File: src/shared/madp_pkg.sv
// constants and types shared by the address/data pin control block
package madp_pkg;

  // ***************************************************************
  // field positions and widths
  // ***************************************************************
  localparam int unsigned FLAG_SEL_BIT  = 20;
  localparam int unsigned PIN_W         = 16;
  localparam int unsigned ADDR_W        = 24;

  // ***************************************************************
  // timing counts in core clocks
  // ***************************************************************
  localparam logic [3:0]  ADDR_CYC_RST  = 4'h2;
  localparam logic [3:0]  DATA_CYC_RST  = 4'h4;

  // ***************************************************************
  // reset values
  // ***************************************************************
  localparam logic [15:0] PIN_OUT_RST   = 16'h0000;
  localparam logic [15:0] PIN_OE_RST    = 16'h0000;

  typedef enum logic {MADP_W8, MADP_W16} madp_width_t;

  typedef enum {MADP_IDLE, MADP_ADDR, MADP_DATA, MADP_DONE} madp_state_t;

endpackage

File: src/shared/madp_lane_if.sv
// lane drive bundle passed from the sequencer to the lane mapper
`timescale 1ns/1ns
`default_nettype none
interface madp_lane_if;
  logic        addrPhase;
  logic        wide;
  logic [23:0] addr;
  logic [15:0] wrData;
  logic [15:0] laneOut;

  modport seq (output addrPhase, output wide, output addr, output wrData, input laneOut);
  modport map (input addrPhase, input wide, input addr, input wrData, output laneOut);
endinterface
`default_nettype wire

File: src/hdl/madp_lane_map.sv
// lane placement of address and data on the shared pins
`timescale 1ns/1ns
`default_nettype none
module madp_lane_map
  import madp_pkg::*;
(
  // lane bundle
  madp_lane_if.map lane
);

  always_comb
  begin
    if (lane.wide)
    begin
      if (lane.addrPhase)
        lane.laneOut = {lane.addr[15:8], lane.addr[7:0]};
      else
        lane.laneOut = {lane.wrData[15:8], lane.wrData[7:0]};
    end
    else
    begin
      if (lane.addrPhase)
        lane.laneOut = {lane.addr[23:16], lane.addr[15:8]};
      else
        lane.laneOut = {lane.addr[7:0], lane.wrData[7:0]};
    end
  end

endmodule
`default_nettype wire

File: src/hdl/madp_pin_ctrl.sv
// shared address/data pin control: parallel port sequencer and flag mux
`timescale 1ns/1ns
`default_nettype none
module madp_pin_ctrl
  import madp_pkg::*;
#(
  parameter logic [3:0] ADDR_CYC = ADDR_CYC_RST,
  parameter logic [3:0] DATA_CYC = DATA_CYC_RST
)
(
  // clock and reset
  input  wire logic        sys_clk,
  input  wire logic        arst_n,
  // configuration
  input  wire logic [31:0] system_config_reg,
  input  wire logic        portEnable,
  input  wire logic        port_width_mode,
  // transfer request
  input  wire logic        reqValid,
  input  wire logic        reqWrite,
  input  wire logic [23:0] reqAddr,
  input  wire logic [15:0] reqWrData,
  output logic             reqDone,
  output logic [15:0]      rdData,
  // flags on the core side
  input  wire logic [15:0] flagOut,
  input  wire logic [15:0] flagOutEn,
  output logic [15:0]      flagIn,
  // shared pins
  input  wire logic [15:0] shared_bus_pins_i,
  output logic [15:0]      shared_bus_pins_o,
  output logic [15:0]      shared_bus_pins_oe,
  // strobes
  output logic             latchStrobe,
  output logic             readStrobe_n,
  output logic             writeStrobe_n
);

  // ***************************************************************
  // lane mapper
  // ***************************************************************
  madp_lane_if lane();

  madp_lane_map uMap
  (
    .lane (lane)
  );

  // ***************************************************************
  // state
  // ***************************************************************
  madp_state_t state_q, state_d;
  logic [3:0]  cnt_q, cnt_d;
  logic        write_q, write_d;
  logic        wide_q, wide_d;
  logic [23:0] addr_q, addr_d;
  logic [15:0] wdat_q, wdat_d;
  logic [15:0] rd_q, rd_d;
  logic        done_q, done_d;
  logic [15:0] pinO_q, pinO_d;
  logic [15:0] pinOe_q, pinOe_d;
  logic        ale_q, ale_d;
  logic        rdn_q, rdn_d;
  logic        wrn_q, wrn_d;
  logic [15:0] flagIn_q, flagIn_d;
  logic        flagMode;
  logic        takeReq;

  // swap byte halves between pin and flag numbering
  function automatic logic [15:0] swapHalves(input logic [15:0] v);
    swapHalves = {v[7:0], v[15:8]};
  endfunction

  // pins still driven in the data phase; an 8-bit read keeps the address lane
  function automatic logic [15:0] dataOe(input logic wr, input logic w16);
    dataOe = wr ? 16'hFFFF : (w16 ? 16'h0000 : 16'hFF00);
  endfunction

  // ***************************************************************
  // configuration decode
  // ***************************************************************
  assign flagMode        = system_config_reg[FLAG_SEL_BIT] & ~portEnable;
  // a request still up while done pulses belongs to the transfer ending now
  assign takeReq         = portEnable & reqValid & ~done_q;
  assign lane.addrPhase  = (state_q == MADP_ADDR);
  assign lane.wide       = wide_q;
  assign lane.addr       = addr_q;
  assign lane.wrData     = wdat_q;

  // ***************************************************************
  // next state
  // ***************************************************************
  always_comb
  begin
    state_d  = state_q;
    cnt_d    = cnt_q;
    write_d  = write_q;
    wide_d   = wide_q;
    addr_d   = addr_q;
    wdat_d   = wdat_q;
    rd_d     = rd_q;
    done_d   = 1'b0;
    ale_d    = 1'b0;
    rdn_d    = 1'b1;
    wrn_d    = 1'b1;
    pinO_d   = PIN_OUT_RST;
    pinOe_d  = PIN_OE_RST;
    flagIn_d = swapHalves(shared_bus_pins_i);
    case (state_q)
      MADP_IDLE:
      begin
        if (flagMode)
        begin
          pinO_d  = swapHalves(flagOut);
          pinOe_d = swapHalves(flagOutEn);
        end
        else if (takeReq)
        begin
          // address always goes first, so latch is raised before any strobe
          state_d = MADP_ADDR;
          cnt_d   = ADDR_CYC;
          write_d = reqWrite;
          wide_d  = (port_width_mode == MADP_W16);
          addr_d  = reqAddr;
          wdat_d  = reqWrData;
        end
      end
      MADP_ADDR:
      begin
        ale_d   = 1'b1;
        pinO_d  = lane.laneOut;
        pinOe_d = 16'hFFFF;
        cnt_d   = cnt_q - 4'h1;
        if (cnt_q == 4'h1)
        begin
          state_d = MADP_DATA;
          cnt_d   = DATA_CYC;
        end
      end
      MADP_DATA:
      begin
        pinO_d  = lane.laneOut;
        // 8-bit: high lane keeps address, only low lane turns for reads
        pinOe_d = dataOe(write_q, wide_q);
        rdn_d   = write_q;
        wrn_d   = ~write_q;
        cnt_d   = cnt_q - 4'h1;
        if (cnt_q == 4'h1)
        begin
          state_d = MADP_DONE;
          if (!write_q)
            rd_d = wide_q ? shared_bus_pins_i : {8'h00, shared_bus_pins_i[7:0]};
        end
      end
      MADP_DONE:
      begin
        done_d  = 1'b1;
        state_d = MADP_IDLE;
      end
      default:
      begin
        state_d = MADP_IDLE;
      end
    endcase
  end

  // ***************************************************************
  // registers
  // ***************************************************************
  always_ff @(posedge sys_clk or negedge arst_n)
  begin
    if (!arst_n)
    begin
      state_q  <= MADP_IDLE;
      cnt_q    <= 4'h0;
      write_q  <= 1'b0;
      wide_q   <= 1'b0;
      addr_q   <= 24'h000000;
      wdat_q   <= 16'h0000;
      rd_q     <= 16'h0000;
      done_q   <= 1'b0;
      pinO_q   <= PIN_OUT_RST;
      pinOe_q  <= PIN_OE_RST;
      ale_q    <= 1'b0;
      rdn_q    <= 1'b1;
      wrn_q    <= 1'b1;
      flagIn_q <= 16'h0000;
    end
    else
    begin
      state_q  <= state_d;
      cnt_q    <= cnt_d;
      write_q  <= write_d;
      wide_q   <= wide_d;
      addr_q   <= addr_d;
      wdat_q   <= wdat_d;
      rd_q     <= rd_d;
      done_q   <= done_d;
      pinO_q   <= pinO_d;
      pinOe_q  <= pinOe_d;
      ale_q    <= ale_d;
      rdn_q    <= rdn_d;
      wrn_q    <= wrn_d;
      flagIn_q <= flagIn_d;
    end
  end

  // ***************************************************************
  // outputs
  // ***************************************************************
  // strobes have no enable: always driven
  assign latchStrobe        = ale_q;
  assign readStrobe_n       = rdn_q;
  assign writeStrobe_n      = wrn_q;
  assign shared_bus_pins_o  = pinO_q;
  assign shared_bus_pins_oe = pinOe_q;
  assign reqDone            = done_q;
  assign rdData             = rd_q;
  assign flagIn             = flagIn_q;

endmodule
`default_nettype wire

File: config.mk
export PLATFORM = sky130hd
export DESIGN_NAME = madp_pin_ctrl
export DESIGN_NICKNAME = d
export VERILOG_FILES = /design/src/shared/madp_pkg.sv /design/src/shared/madp_lane_if.sv /design/src/hdl/madp_lane_map.sv /design/src/hdl/madp_pin_ctrl.sv
export SDC_FILE = /design/constraint.sdc
export NUM_CORES = 1
export LEC_CHECK = 0
export ABC_AREA = 1
export BUFFER_PORTS_ARGS = -buffer_cell sky130_fd_sc_hd__buf_2
export CAP_MARGIN = 20
export CORE_ASPECT_RATIO = 1.1
export CORE_MARGIN = 8
export CORE_UTILIZATION = 26
export DETAILED_ROUTE_END_ITERATION = 6
export GPL_ROUTABILITY_DRIVEN = 0
export PLACE_DENSITY_LB_ADDON = 0.15
export SYNTH_ARGS = -nofsm -noshare
export SYNTH_HDL_FRONTEND = slang
export SYNTH_HIERARCHICAL = 1
export SYNTH_SLANG_ARGS = --single-unit
File: constraint.sdc
create_clock -name sys_clk -period 1.5 [get_ports sys_clk]
set_input_delay 0.3 -clock sys_clk [delete_from_list [all_inputs] [get_ports sys_clk]]
set_output_delay 0.3 -clock sys_clk [all_outputs]
set_load 0.01 [all_outputs]
; Word level (Yosys, flattened, before mapping)
; Cells that the tools add are included.
; W data, S select, Z words.
[classes]
add_sub_neg = 1
n_mul = 0
div = 0
n_lt_le_gt_ge = 0
n_eq_ne = 9
shifts = 0
muxes = 23
bitwise_logic = 7
reduce_logical = 7
[op_table]
columns = op, n
row1 = $mux W16, 8
row2 = $mux W32, 4
row3 = $eq A32 B2 Y1 const B, 3
row4 = $pmux W32 S3, 1
row5 = $pmux W16 S3, 1
row6 = $eq A32 B1 Y1 const B, 1
row7 = $logic_not A32 Y1, 1
row8 = $pmux W16 S2, 1
row9 = $mux W4, 3
row10 = $pmux W4 S3, 1
row11 = $reduce_and A3 Y1, 3
row12 = $ne A2 B2 Y1 const B, 4
row13 = $eq A4 B1 Y1 const B, 1
row14 = $mux W1, 4
row15 = $not A1 Y1, 4
row16 = $reduce_and A4 Y1, 1
row17 = $sub A4 B1 Y4 const B, 1
row18 = $and A1 B1 Y1, 3
row19 = $reduce_bool A3 Y1, 1
row20 = $reduce_or A2 Y1, 1
[word_totals]
reg_bits = 146
latch_bits = 0
ramBits = 0
mem_bits_ro = 0
in_bits = 126
output_inout_bits = 68
word_cells = 61
mem_count = 0

; Logic depth before layout (Yosys ltp)
; Gate-level depths: netlist of run 1.
[logic_depth]
ltp_word = 5
depth_mapped = 11
mapped_depth_nobuf = 9

; Hierarchy
; The synthesis of run 1 kept the hierarchy.
[by_module_without_submodules]
columns = mod, n_inst, cells_per_inst, area_per_inst_um2, seq_area_each_um2
row1 = madp_pin_ctrl, 1, 457, 4652.0, 2905.3
row2 = madp_lane_map, 1, 123, 566.8, 0.0

; Least setup slack after synthesis of run 1
; Ideal clock, no wire load.
[synth_timing]
kind = flip-flop to flip-flop
startpoint = register state_q[0]
endpoint = register cnt_q[1]
t_arrival_ps = 1343
required_ps = 1387
slack_ps = 44
stages_incl_launch_ff = 8
synth_period_minus_slack_ps = 1456
path_cell_list = dfrtp_1 > inv_1 > ha_1 > buf_2 > o21ai_0 > nand2_1 > nand2_1 > inv_1
[synth_via]
elab_chain_len = 3
[synth_rtl]
columns = item, line
row1 = from (decl), madp_pin_ctrl.sv:52  ; madp_state_t state_q, state_d;
row2 = from (signal assigned), madp_pin_ctrl.sv:191  ; state_q <= state_d;
row3 = "$eq A32 B2 Y1, or another cell as far along", madp_pin_ctrl.sv:109  ; case (state_q)
row4 = $reduce_bool A3 Y1 (no source line) or $ne A2 B2 Y1 (tied branches), n/a
row5 = $reduce_and A3 Y1 (no source line), n/a
row6 = to (signal assigned), madp_pin_ctrl.sv:192  ; cnt_q <= cnt_d;
row7 = to (decl), madp_pin_ctrl.sv:53  ; logic [3:0] cnt_q, cnt_d;
; Parallel ways exist; a longest one is shown, timed or not.
; A chain may end at the register's enable or synchronous reset.

; Worst setup path in the final report of run 1
[layout_timing]
startpoint = register state_q[0]
endpoint = register pinO_q[9] (netlist: shared_bus_pins_o[9])
[layout_via]
elab_chain_len = 4
[layout_rtl]
columns = item, line
row1 = $eq A32 B2 Y1 (*), madp_pin_ctrl.sv:85  ; assign lane.addrPhase = (state_q == MADP_ADDR);
row2 = $mux W16 (on tied branches), "madp_lane_map.sv:22, madp_lane_map.sv:15"
row3 = $mux W16 (*), madp_lane_map.sv:13  ; if (lane.wide)
row4 = via lane.laneOut[9], madp_lane_if.sv:9  ; logic [15:0] laneOut;
row5 = $pmux W16 S2 (*), madp_pin_ctrl.sv:109
row6 = via pinO_d[9], madp_pin_ctrl.sv:60  ; logic [15:0] pinO_q, pinO_d;
row7 = to (signal assigned), madp_pin_ctrl.sv:199  ; pinO_q <= pinO_d;
row8 = to (decl), madp_pin_ctrl.sv:60
; The timed path passes the listed nets; every way through them passes the cells marked *.

==> results of run 1 <==
## routing by layer
metal,wire length [microns],vias up,global-route usage
met5,0,-,0
met4,216,0,0.0486
met3,1120,13,0.0354
met2,7880,126,0.214
met1,6740,2133,0.152
li1,-,2220,-
## logic make-up (layout without fill, tap and decap cells)
| kind of cell | after synthesis | in the layout | synth area share |
|---|---|---|---|
| compound gates | 90 | 90 | 0.111 |
| xor+xnor | 1 | 1 | 0.00168 |
| fa+ha+maj | 6 | 6 | 0.0144 |
| buf+inv | 101 | 320 | 0.103 |
| flops | 116 | 116 | 0.557 |
| other cells | 0 | 1 | 0 |
| simple gates | 266 | 266 | 0.214 |
## cells in the mapped netlist, types with 2 or more instances
| cell | n | area share |
|---|---|---|
| ha_1 | 6 | 0.014 |
| buf_1 | 2 | 0.0014 |
| inv_1 | 69 | 0.050 |
| inv_2 | 2 | 0.0014 |
| nand3_1 | 37 | 0.035 |
| o21ai_0 | 13 | 0.012 |
| o21ai_1 | 11 | 0.011 |
| dfrtp_1 | 114 | 0.55 |
| o21ai_2 | 30 | 0.050 |
| a21oi_1 | 33 | 0.032 |
| buf_6 | 17 | 0.037 |
| dfstp_2 | 2 | 0.010 |
| clkbuf_1 | 6 | 0.0043 |
| nor2_1 | 3 | 0.0022 |
| nand2_1 | 210 | 0.15 |
| nand2_2 | 10 | 0.012 |
## registers in the layout, summed over array words and instances (netlist names), 2 cells and up
name                count
cnt_q                   4
shared_bus_pins_o      16
lane.wrData            16
shared_bus_pins_oe     16
rdData                 16
flagIn                 16
addr_q                 24
state_q                 2
## metrics by stage
stage,hold slack [ns],TNS (ns)
3_3_place_gp,0.213,-0.00952
6_report,0.115,0
2_1_floorplan,0.00441,0
5_1_grt,0.112,-0.369
3_5_place_dp,0.211,-0.351
4_1_cts,0.101,-0.149
## repair_timing
action / CTS / global route
endpoints found under the hold margin: 31 / 0
pin swaps: 0 / 21
resized for setup: 4 / 62
setup endpoints to repair: 31 / 94
cloned: 0 / 5
setup buffers: 0 / 4
hold buffers: 17 / 0
## worst paths after layout
kind                                   startpoint                             end  slack, ns  cells past startpoint
setup / recovery           state_q[0]$_DFFE_PN0P_  shared_bus_pins_o[9]$_DFF_PN0_       0.05                      8
hold / removal                       reqWrData[4]      lane.wrData[4]$_DFFE_PN0P_       0.12                      3
setup reg to reg           state_q[0]$_DFFE_PN0P_  shared_bus_pins_o[9]$_DFF_PN0_       0.05                      8
hold reg to reg             rdData[0]$_DFFE_PN0P_           rdData[0]$_DFFE_PN0P_       0.47                      2
max in group asynchronous                  arst_n          state_q[0]$_DFFE_PN0P_       0.65                      3
min in group asynchronous                  arst_n            flagIn[13]$_DFF_PN0_       0.31                      2
## worst max-delay path: stages (launching register included)
cell and delay [ns]:
dfrtp_2 0.43, ha_4 0.19, buf_12 0.15, buf_4 0.14, nand2_1 0.06, nand3_1 0.08
nand2_1 0.09, nand2_1 0.09, a21oi_2 0.14
## report_power, final
part / total, uW / internal, uW / switching, uW
logic: 6560 / 2800 / 3750
clock network: 3900 / 2310 / 1590
registers: 5030 / 4320 / 713
## layout make-up
type / instances / share of cell area
tap: 252 / 0.0420
clock inverter: 15 / 0.0193
clock buffer: 17 / 0.0566
sequential: 116 / 0.387
antenna: 1 / 0.000333
inverter: 73 / 0.0396
multi-input combinational: 363 / 0.266
timing repair buffer: 215 / 0.189
==> flow_metrics.env, run 1 <==
export IMPL_status="finished, final reports clean"
export IMPL_die_h_microns=165
export IMPL_die_area_sq_um=24900
export IMPL_grt_pass1_vias=4644
export IMPL_antenna_found_initial=0
export IMPL_register_area_sq_um=2910
export IMPL_row_count=54
export IMPL_place_area_sq_um=6400
export IMPL_cts_root_buf="clkbuf_16"
export IMPL_tritoncts="yes"
export IMPL_vias=4492
export IMPL_netlist_area_sq_um=5220
export IMPL_grt_max_degree=49
export IMPL_period_minus_slack_ns=1.45
export IMPL_cp_max_fo=8
export IMPL_htreeDepth=4
export IMPL_ant_nets=0
export IMPL_finalNetCount=918
export IMPL_start_util=0.264
export IMPL_cts_made_buffers=17
export IMPL_vias_per_cell=4.27
export IMPL_ys_seq_area_frac=0.557
export IMPL_placed_cells=994
export IMPL_clkSinkCount=116
export IMPL_io_buffers=162
export IMPL_slew_violations=0
export IMPL_layout_commonest_cell="nand2_1"
export IMPL_grt_pass1_wl_microns=24600
export IMPL_synth_async_reset_ratio=1.00
export IMPL_arrival_ns=1.80
export IMPL_drive_above_1_share=0.413
export IMPL_routed_wl_microns=16000
export IMPL_syn_nets=712
export IMPL_synth_flop_cell="dfrtp_1"
export IMPL_fp_coreArea_sq_um=19800
export IMPL_synth_cell_types=31
export IMPL_fin_util=0.380
export IMPL_crit_type="reg -> reg"
export IMPL_endpoint_kind="register"
export IMPL_hold_viol=0
export IMPL_total_power_uw=15500
export IMPL_rsz0062_at_grt="true"
export IMPL_post_route_cell_area_sq_um=7510
export IMPL_drt_first_pass_iters=7
export IMPL_clkSlewWorstSetupHoldPaths_ns=0.06
export IMPL_grt_use_total=0.127
export IMPL_clock_skew_ns=0.0180
export IMPL_syn_area_per_cell_sq_um=9.00
export IMPL_clock_fmax_mhz=689
export IMPL_multi_input_area_sq_um=2000
export IMPL_syn_inst=580
export IMPL_timing_max_cap_violations=0
export IMPL_pre_cts_ws_ns=-0.0413
export IMPL_fin_crit_sh=0.968
export IMPL_stdcell_count=1052
export IMPL_p_leak_uw=0.00392
export IMPL_hp_class="in -> reg"
export IMPL_grt_ovfl_total=0
export IMPL_drt_initial_drc_count=155
export IMPL_ys_warn_count=6
export IMPL_dp_hpwl_microns=11600
export IMPL_slew_headroom=0.783
export IMPL_io_pins=194
export IMPL_yosys_register_bits=116
export IMPL_setup_viol=0
export IMPL_clk_path_buf_depth=2
export IMPL_insertion_delay_ns=0.43
export IMPL_start_kind="register"
export IMPL_wire_per_inst_microns=15.2
export IMPL_fillCellCount=2028
export IMPL_pwr_density_cell_nw_per_um2=2060
export IMPL_max_vdd_ir_drop_mv=1.07
export IMPL_drc=0
export IMPL_synth_edff_count=0
export IMPL_worst_pin_slew_ns=0.326
export IMPL_area_growth_pct=44.0
export IMPL_die_w_microns=151
export IMPL_setup_ws_ns=0.0487
export IMPL_most_common_layout_cells="nand2_1 (195), buf_2 (161), dfrtp_1 (113)"
export IMPL_crit_required_ns=1.85
No activity file was read; power rests on OpenSTA's default activity.
==> run 2: changes to the inputs <==
--- a/config.mk
+++ b/config.mk
@@ -10,10 +10,11 @@
 export CAP_MARGIN = 20
 export CORE_ASPECT_RATIO = 1.1
 export CORE_MARGIN = 8
-export CORE_UTILIZATION = 26
+export CORE_UTILIZATION = 30
 export DETAILED_ROUTE_END_ITERATION = 6
 export GPL_ROUTABILITY_DRIVEN = 0
 export PLACE_DENSITY_LB_ADDON = 0.15
+export SKIP_CTS_REPAIR_TIMING = 1
 export SYNTH_ARGS = -nofsm -noshare
 export SYNTH_HDL_FRONTEND = slang
 export SYNTH_HIERARCHICAL = 1
==> run 2 against run 1 <==
  * Clock-buffer cell count did not move
  * Via count shrank 2.1%
  * Flip-flop and latch count stayed put
  * Clock skew is 0.0076 ns lower
  * Sequential share of layout area is 1.5 points higher
  * Non-clock buffer count decreased by 12
  * Register-to-register slack about the same
  * Critical path type unchanged
  * Largest cell class unchanged
==> flow_metrics.env, run 2 (synthesis results as in run 1) <==
export IMPL_grt_use_total=0.139
export IMPL_period_minus_slack_ns=1.44
export IMPL_p_int_uw=9210
export IMPL_drt_first_pass_iters=4
export IMPL_pwr_density_cell_nw_per_um2=2060
export IMPL_dp_hpwl_microns=11100
export IMPL_htreeDepth=4
export IMPL_die_area_sq_um=21900
export IMPL_slew_headroom=0.760
export IMPL_top_usage_layer="met2"
export IMPL_cts_made_buffers=17
export IMPL_drt_initial_drc_count=171
export IMPL_clkSlewWorstSetupHoldPaths_ns=0.06
export IMPL_multi_input_area_sq_um=1900
export IMPL_stdcell_count=1023
export IMPL_cts_root_buf="clkbuf_16"
export IMPL_grt_ovfl_total=0
export IMPL_start_util=0.307
export IMPL_sw_frac_of_total=0.382
export IMPL_clk_path_buf_depth=2
export IMPL_gr_usage_met2=0.230
export IMPL_drive_above_1_share=0.374
export IMPL_vias_per_cell=4.30
export IMPL_cp_max_fo=16
export IMPL_wire_per_inst_microns=14.7
export IMPL_layout_commonest_cell="nand2_1"
export IMPL_row_count=50
export IMPL_placed_cells=972
export IMPL_met1_usage=0.167
export IMPL_clock_skew_ns=0.0105
export IMPL_max_vdd_ir_drop_mv=0.928
export IMPL_finalNetCount=908
export IMPL_endpoint_kind="register"
export IMPL_setup_viol=0
export IMPL_insertion_delay_ns=0.41
export IMPL_clock_fmax_mhz=694
export IMPL_fin_crit_sh=0.961
export IMPL_regMostFlops="addr_q"
export IMPL_register_area_sq_um=2910
export IMPL_rsz0062_at_grt="true"
export IMPL_slew_violations=0
export IMPL_io_buffers=162
export IMPL_antenna_found_initial=0
export IMPL_timing_max_cap_violations=0
export IMPL_largest_reg_flops=24
export IMPL_pwr_share_clk=0.266
export IMPL_ant_nets=0
export IMPL_gr_usage_met3=0.0443
export IMPL_crit_type="reg -> reg"
export IMPL_vias=4399
export IMPL_die_h_microns=154
export IMPL_tritoncts="yes"
export IMPL_p_leak_uw=0.00379
export IMPL_hp_class="in -> reg"
export IMPL_start_kind="register"
export IMPL_worst_pin_slew_ns=0.360
export IMPL_status="finished, final reports clean"
export IMPL_crit_required_ns=1.83
export IMPL_io_pins=194
export IMPL_grt_pass1_wl_microns=23800
export IMPL_arrival_ns=1.77
export IMPL_grt_max_degree=63
export IMPL_most_common_layout_cells="nand2_1 (206), buf_2 (161), dfrtp_1 (114)"
export IMPL_clkSinkCount=116
export IMPL_routed_wl_microns=15000
export IMPL_power_frac_comb=0.399
export IMPL_grt_pass1_vias=4523
export IMPL_area_growth_pct=38.5
export IMPL_fin_util=0.425
export IMPL_drc=0
export IMPL_p_switching_uw=5690
export IMPL_p_seq_frac=0.335
export IMPL_hold_viol=0
export IMPL_fillCellCount=1753
export IMPL_fp_coreArea_sq_um=17000
export IMPL_insertedDiodeCount=0
export IMPL_die_w_microns=142
==> run 2: cell types whose count changed in the layout (fill, tap and decap cells not counted), sizes merged, moves of 3 or more <==
cell,delta
buf,-8
clkinv,+4
clkbuf,-3
inv,-3
==> run 2: path summary, 6_finish.rpt <==
kind / startpoint / endpoint / slack (ns) / cells past startpoint
min in group asynchronous: arst_n / flagIn[14]$_DFF_PN0_ / 0.34 / 2
hold reg to reg: rdData[7]$_DFFE_PN0P_ / rdData[7]$_DFFE_PN0P_ / 0.47 / 2
setup reg to reg: state_q[0]$_DFFE_PN0P_ / shared_bus_pins_oe[4]$_DFF_PN0_ / 0.06 / 7
max in group asynchronous: arst_n / addr_q[13]$_DFFE_PN0P_ / 0.62 / 3
hold / removal: shared_bus_pins_i[5] / flagIn[13]$_DFF_PN0_ / 0.02 / 1
setup / recovery: state_q[0]$_DFFE_PN0P_ / shared_bus_pins_oe[4]$_DFF_PN0_ / 0.06 / 7
==> run 2: worst max-delay path, stage by stage, from the launching register on <==
cell and delay (ns):
dfrtp_1 0.43, inv_2 0.12, ha_4 0.20, nand2_4 0.06
nor2_4 0.15, clkbuf_16 0.20, nand2_1 0.06, a21oi_1 0.13
==> run 2: power groups by stage <==
stage	registers [uW]	clock network [uW]	logic, uW
final	4990	3970	5940
after global routing	5150	4230	6680
after CTS	5000	4060	5550
after detailed placement	5040	0	5530
after global placement	5020	0	5440
after floorplan	5160	0	3500
==> run 2: final cells by class <==
| cell class | count | area share |
|---|---|---|
| Inverter | 73 | 0.0400 |
| Sequential cell | 116 | 0.402 |
| Clock inverter | 15 | 0.0216 |
| Timing Repair inverter | 1 | 0.00121 |
| Multi-Input combinational cell | 364 | 0.263 |
| Tap cell | 234 | 0.0405 |
| Timing Repair Buffer | 203 | 0.173 |
| Clock buffer | 17 | 0.0589 |
==> run 2: layer usage <==
| metal | wire length, microns | vias up |
|---|---|---|
| met5 | 0 | - |
| met1 | 6480 | 2068 |
| met3 | 922 | 13 |
| met4 | 169 | 0 |
| li1 | - | 2198 |
| met2 | 7460 | 120 |
==> run 2: per-stage QoR <==
step                      worst slack (ns)  TNS (ns)  cell area, sq um  total power, uW  hold slack, ns
after CTS                           -0.101    -0.738              6890            14600          -0.206
after global placement             -0.0419    -0.210              6310            10500           0.238
final                               0.0583         0              7230            14900          0.0224
after global routing               -0.0266   -0.0806              7230            16100         0.00626
after floorplan                     0.0441         0              5220             8660         0.00441
after detailed placement           -0.0783    -0.372              6310            10600           0.242
==> run 3: changes to the inputs <==
==> constraint.sdc (replaced) <==
create_clock -name sys_clk -period 1.5 [get_ports sys_clk]
set_input_delay 0.225 -clock sys_clk [delete_from_list [all_inputs] [get_ports sys_clk]]
set_output_delay 0.225 -clock sys_clk [all_outputs]
set_load 0.1 [all_outputs]
==> run 3 against run 2 <==
  * The flow now finishes with violations (negative setup slack)
  * Die area is the same
  * Largest power group unchanged
  * Global-route usage about the same
  * Non-clock buffer count rose by 3
  * Highest routed layer unchanged
  * Utilization rose by 1.4 points
  * Hold slack better by 0.024 ns
  * Sequential power barely moved
  * Maximum frequency shrank 4.1%
  * Flip-flop and latch count is the same
  * Clock power rose by 12%
==> flow_metrics.env, run 3 (synthesis results as in run 1) <==
export IMPL_violations="negative setup slack"
export IMPL_placed_cells=965
export IMPL_finalNetCount=909
export IMPL_worst_pin_slew_ns=0.507
export IMPL_worst_hold_startpoint="reqWrite"
export IMPL_hp_class="in -> reg"
export IMPL_die_h_microns=154
export IMPL_rsz0062_at_grt="true"
export IMPL_timing_hold_ws_ns=0.0465
export IMPL_most_common_layout_cells="nand2_1 (199), buf_2 (159), dfrtp_1 (113)"
export IMPL_routed_wl_microns=15400
export IMPL_p_switching_uw=9670
export IMPL_cts_made_buffers=17
export IMPL_power_frac_comb=0.519
export IMPL_antenna_found_initial=0
export IMPL_start_util=0.307
export IMPL_p_seq_frac=0.256
export IMPL_clock_fmax_mhz=665
export IMPL_insertedDiodeCount=0
export IMPL_cp_max_fo=8
export IMPL_r2r_end="shared_bus_pins_oe[9]$_DFF_PN0_"
export IMPL_htreeDepth=4
export IMPL_die_area_sq_um=21900
export IMPL_rr_startpoint="state_q[1]$_DFFE_PN0P_"
export IMPL_setup_tns_final_ns=-0.00624
export IMPL_grt_max_degree=66
export IMPL_min_to="write_q$_DFFE_PN0P_"
export IMPL_wire_per_inst_microns=15.1
export IMPL_row_count=50
export IMPL_max_vdd_ir_drop_mv=1.28
export IMPL_slew_violations=0
export IMPL_vias_per_cell=4.31
export IMPL_crit_required_ns=1.78
export IMPL_timing_max_cap_violations=0
export IMPL_p_leak_uw=0.00388
export IMPL_clkSlewWorstSetupHoldPaths_ns=0.05
export IMPL_status="complete, but fails checks"
export IMPL_fp_coreArea_sq_um=17000
export IMPL_crit_type="reg -> reg"
export IMPL_drive_above_1_share=0.392
export IMPL_cts_root_buf="clkbuf_16"
export IMPL_min_path_cells=3
export IMPL_clk_path_buf_depth=2
export IMPL_r2r_cells=7
export IMPL_sw_frac_of_total=0.492
export IMPL_drt_first_pass_iters=4
export IMPL_clkSinkCount=116
export IMPL_rrSetupSlack_ns=-0.003
export IMPL_io_buffers=162
export IMPL_stdcell_count=1024
export IMPL_start_kind="register"
export IMPL_hold_viol=0
export IMPL_fin_crit_sh=1.00
export IMPL_die_w_microns=142
export IMPL_pwr_share_clk=0.226
export IMPL_place_area_sq_um=6300
export IMPL_layout_commonest_cell="nand2_1"
export IMPL_period_minus_slack_ns=1.50
export IMPL_dp_hpwl_microns=11000
export IMPL_tritoncts="yes"
export IMPL_insertion_delay_ns=0.41
export IMPL_pwr_density_cell_nw_per_um2=2630
export IMPL_drc=0
export IMPL_endpoint_kind="register"
export IMPL_regMostFlops="addr_q"
export IMPL_grt_pass1_vias=4400
export IMPL_fillCellCount=1708
export IMPL_clock_skew_ns=0.00545
export IMPL_ant_nets=0
export IMPL_io_pins=194
export IMPL_slew_headroom=0.664
export IMPL_grt_pass1_wl_microns=23700
export IMPL_largest_reg_flops=24
export IMPL_grt_use_total=0.139
export IMPL_setup_viol=2
export IMPL_post_route_cell_area_sq_um=7460
export IMPL_setup_ws_ns=-0.00338
export IMPL_arrival_ns=1.78
export IMPL_vias=4418
export IMPL_area_growth_pct=43.0
export IMPL_drt_initial_drc_count=215
export IMPL_grt_ovfl_total=0
export IMPL_p_int_uw=9970
==> run 3: cell count changes in the layout (fill, tap and decap cells not counted), sizes merged <==
cell / delta
dlygate4sd3: +1
nand2: -1
clkbuf: +5
clkinv: -1
inv: -4
buf: -2
bufinv: +3
==> run 3: worst max-delay path, cell delays in order (launching register included) <==
cell     delay (ns)
dfrtp_1        0.40
inv_2          0.05
ha_2           0.18
buf_12         0.15
buf_4          0.16
a21oi_4        0.12
o21a_4         0.22
a21oi_1        0.09
==> run 3: power groups by stage <==
stage | Combinational (uW) | Clock (uW) | Sequential [uW]
after floorplan | 3500 | 0 | 8970
final | 10200 | 4440 | 5020
after global placement | 9270 | 0 | 5050
after CTS | 9390 | 4550 | 5020
after global routing | 10900 | 4710 | 5170
after detailed placement | 9360 | 0 | 5070
==> run 3: layout make-up <==
cell class	count	area, sq um	share of cell area
timing repair buffer	206	1400	0.187
multi-input combinational	363	1930	0.258
clock buffer	18	439	0.0589
tap	234	293	0.0392
sequential	116	2910	0.390
inverter	73	292	0.0391
clock inverter	14	208	0.0278
==> run 3: worst max path at each step <==
stage	end	slack [ns]	from
after global routing	shared_bus_pins_o[3]$_DFF_PN0_	-0.1	state_q[1]$_DFFE_PN0P_
final	shared_bus_pins_oe[9]$_DFF_PN0_	-0.003	state_q[1]$_DFFE_PN0P_
after floorplan	cnt_q[1]$_DFFE_PN0P_	0.04	state_q[0]$_DFFE_PN0P_
after CTS	writeStrobe_n	-0.11	writeStrobe_n$_DFF_PN1_
after detailed placement	lane.wrData[6]$_DFFE_PN0P_	-0.08	state_q[0]$_DFFE_PN0P_
after global placement	shared_bus_pins_o[8]$_DFF_PN0_	-0.02	state_q[1]$_DFFE_PN0P_
==> run 3: layer usage <==
layer / track usage / part of all wire / vias to the layer above
met5: 0 / 0 / -
met4: 0.0466 / 0.011 / 0
met3: 0.0474 / 0.060 / 14
met2: 0.229 / 0.49 / 120
met1: 0.166 / 0.44 / 2083
li1: - / - / 2201
==> run 3: stage by stage <==
stage	total power (uW)	worst slack, ns	util
after floorplan	12500	0.0441	-
after global placement	14300	-0.0215	0.370
after detailed placement	14400	-0.0776	0.370
after CTS	19000	-0.110	0.408
after global routing	20800	-0.0951	0.439
final	19600	-0.00338	0.439
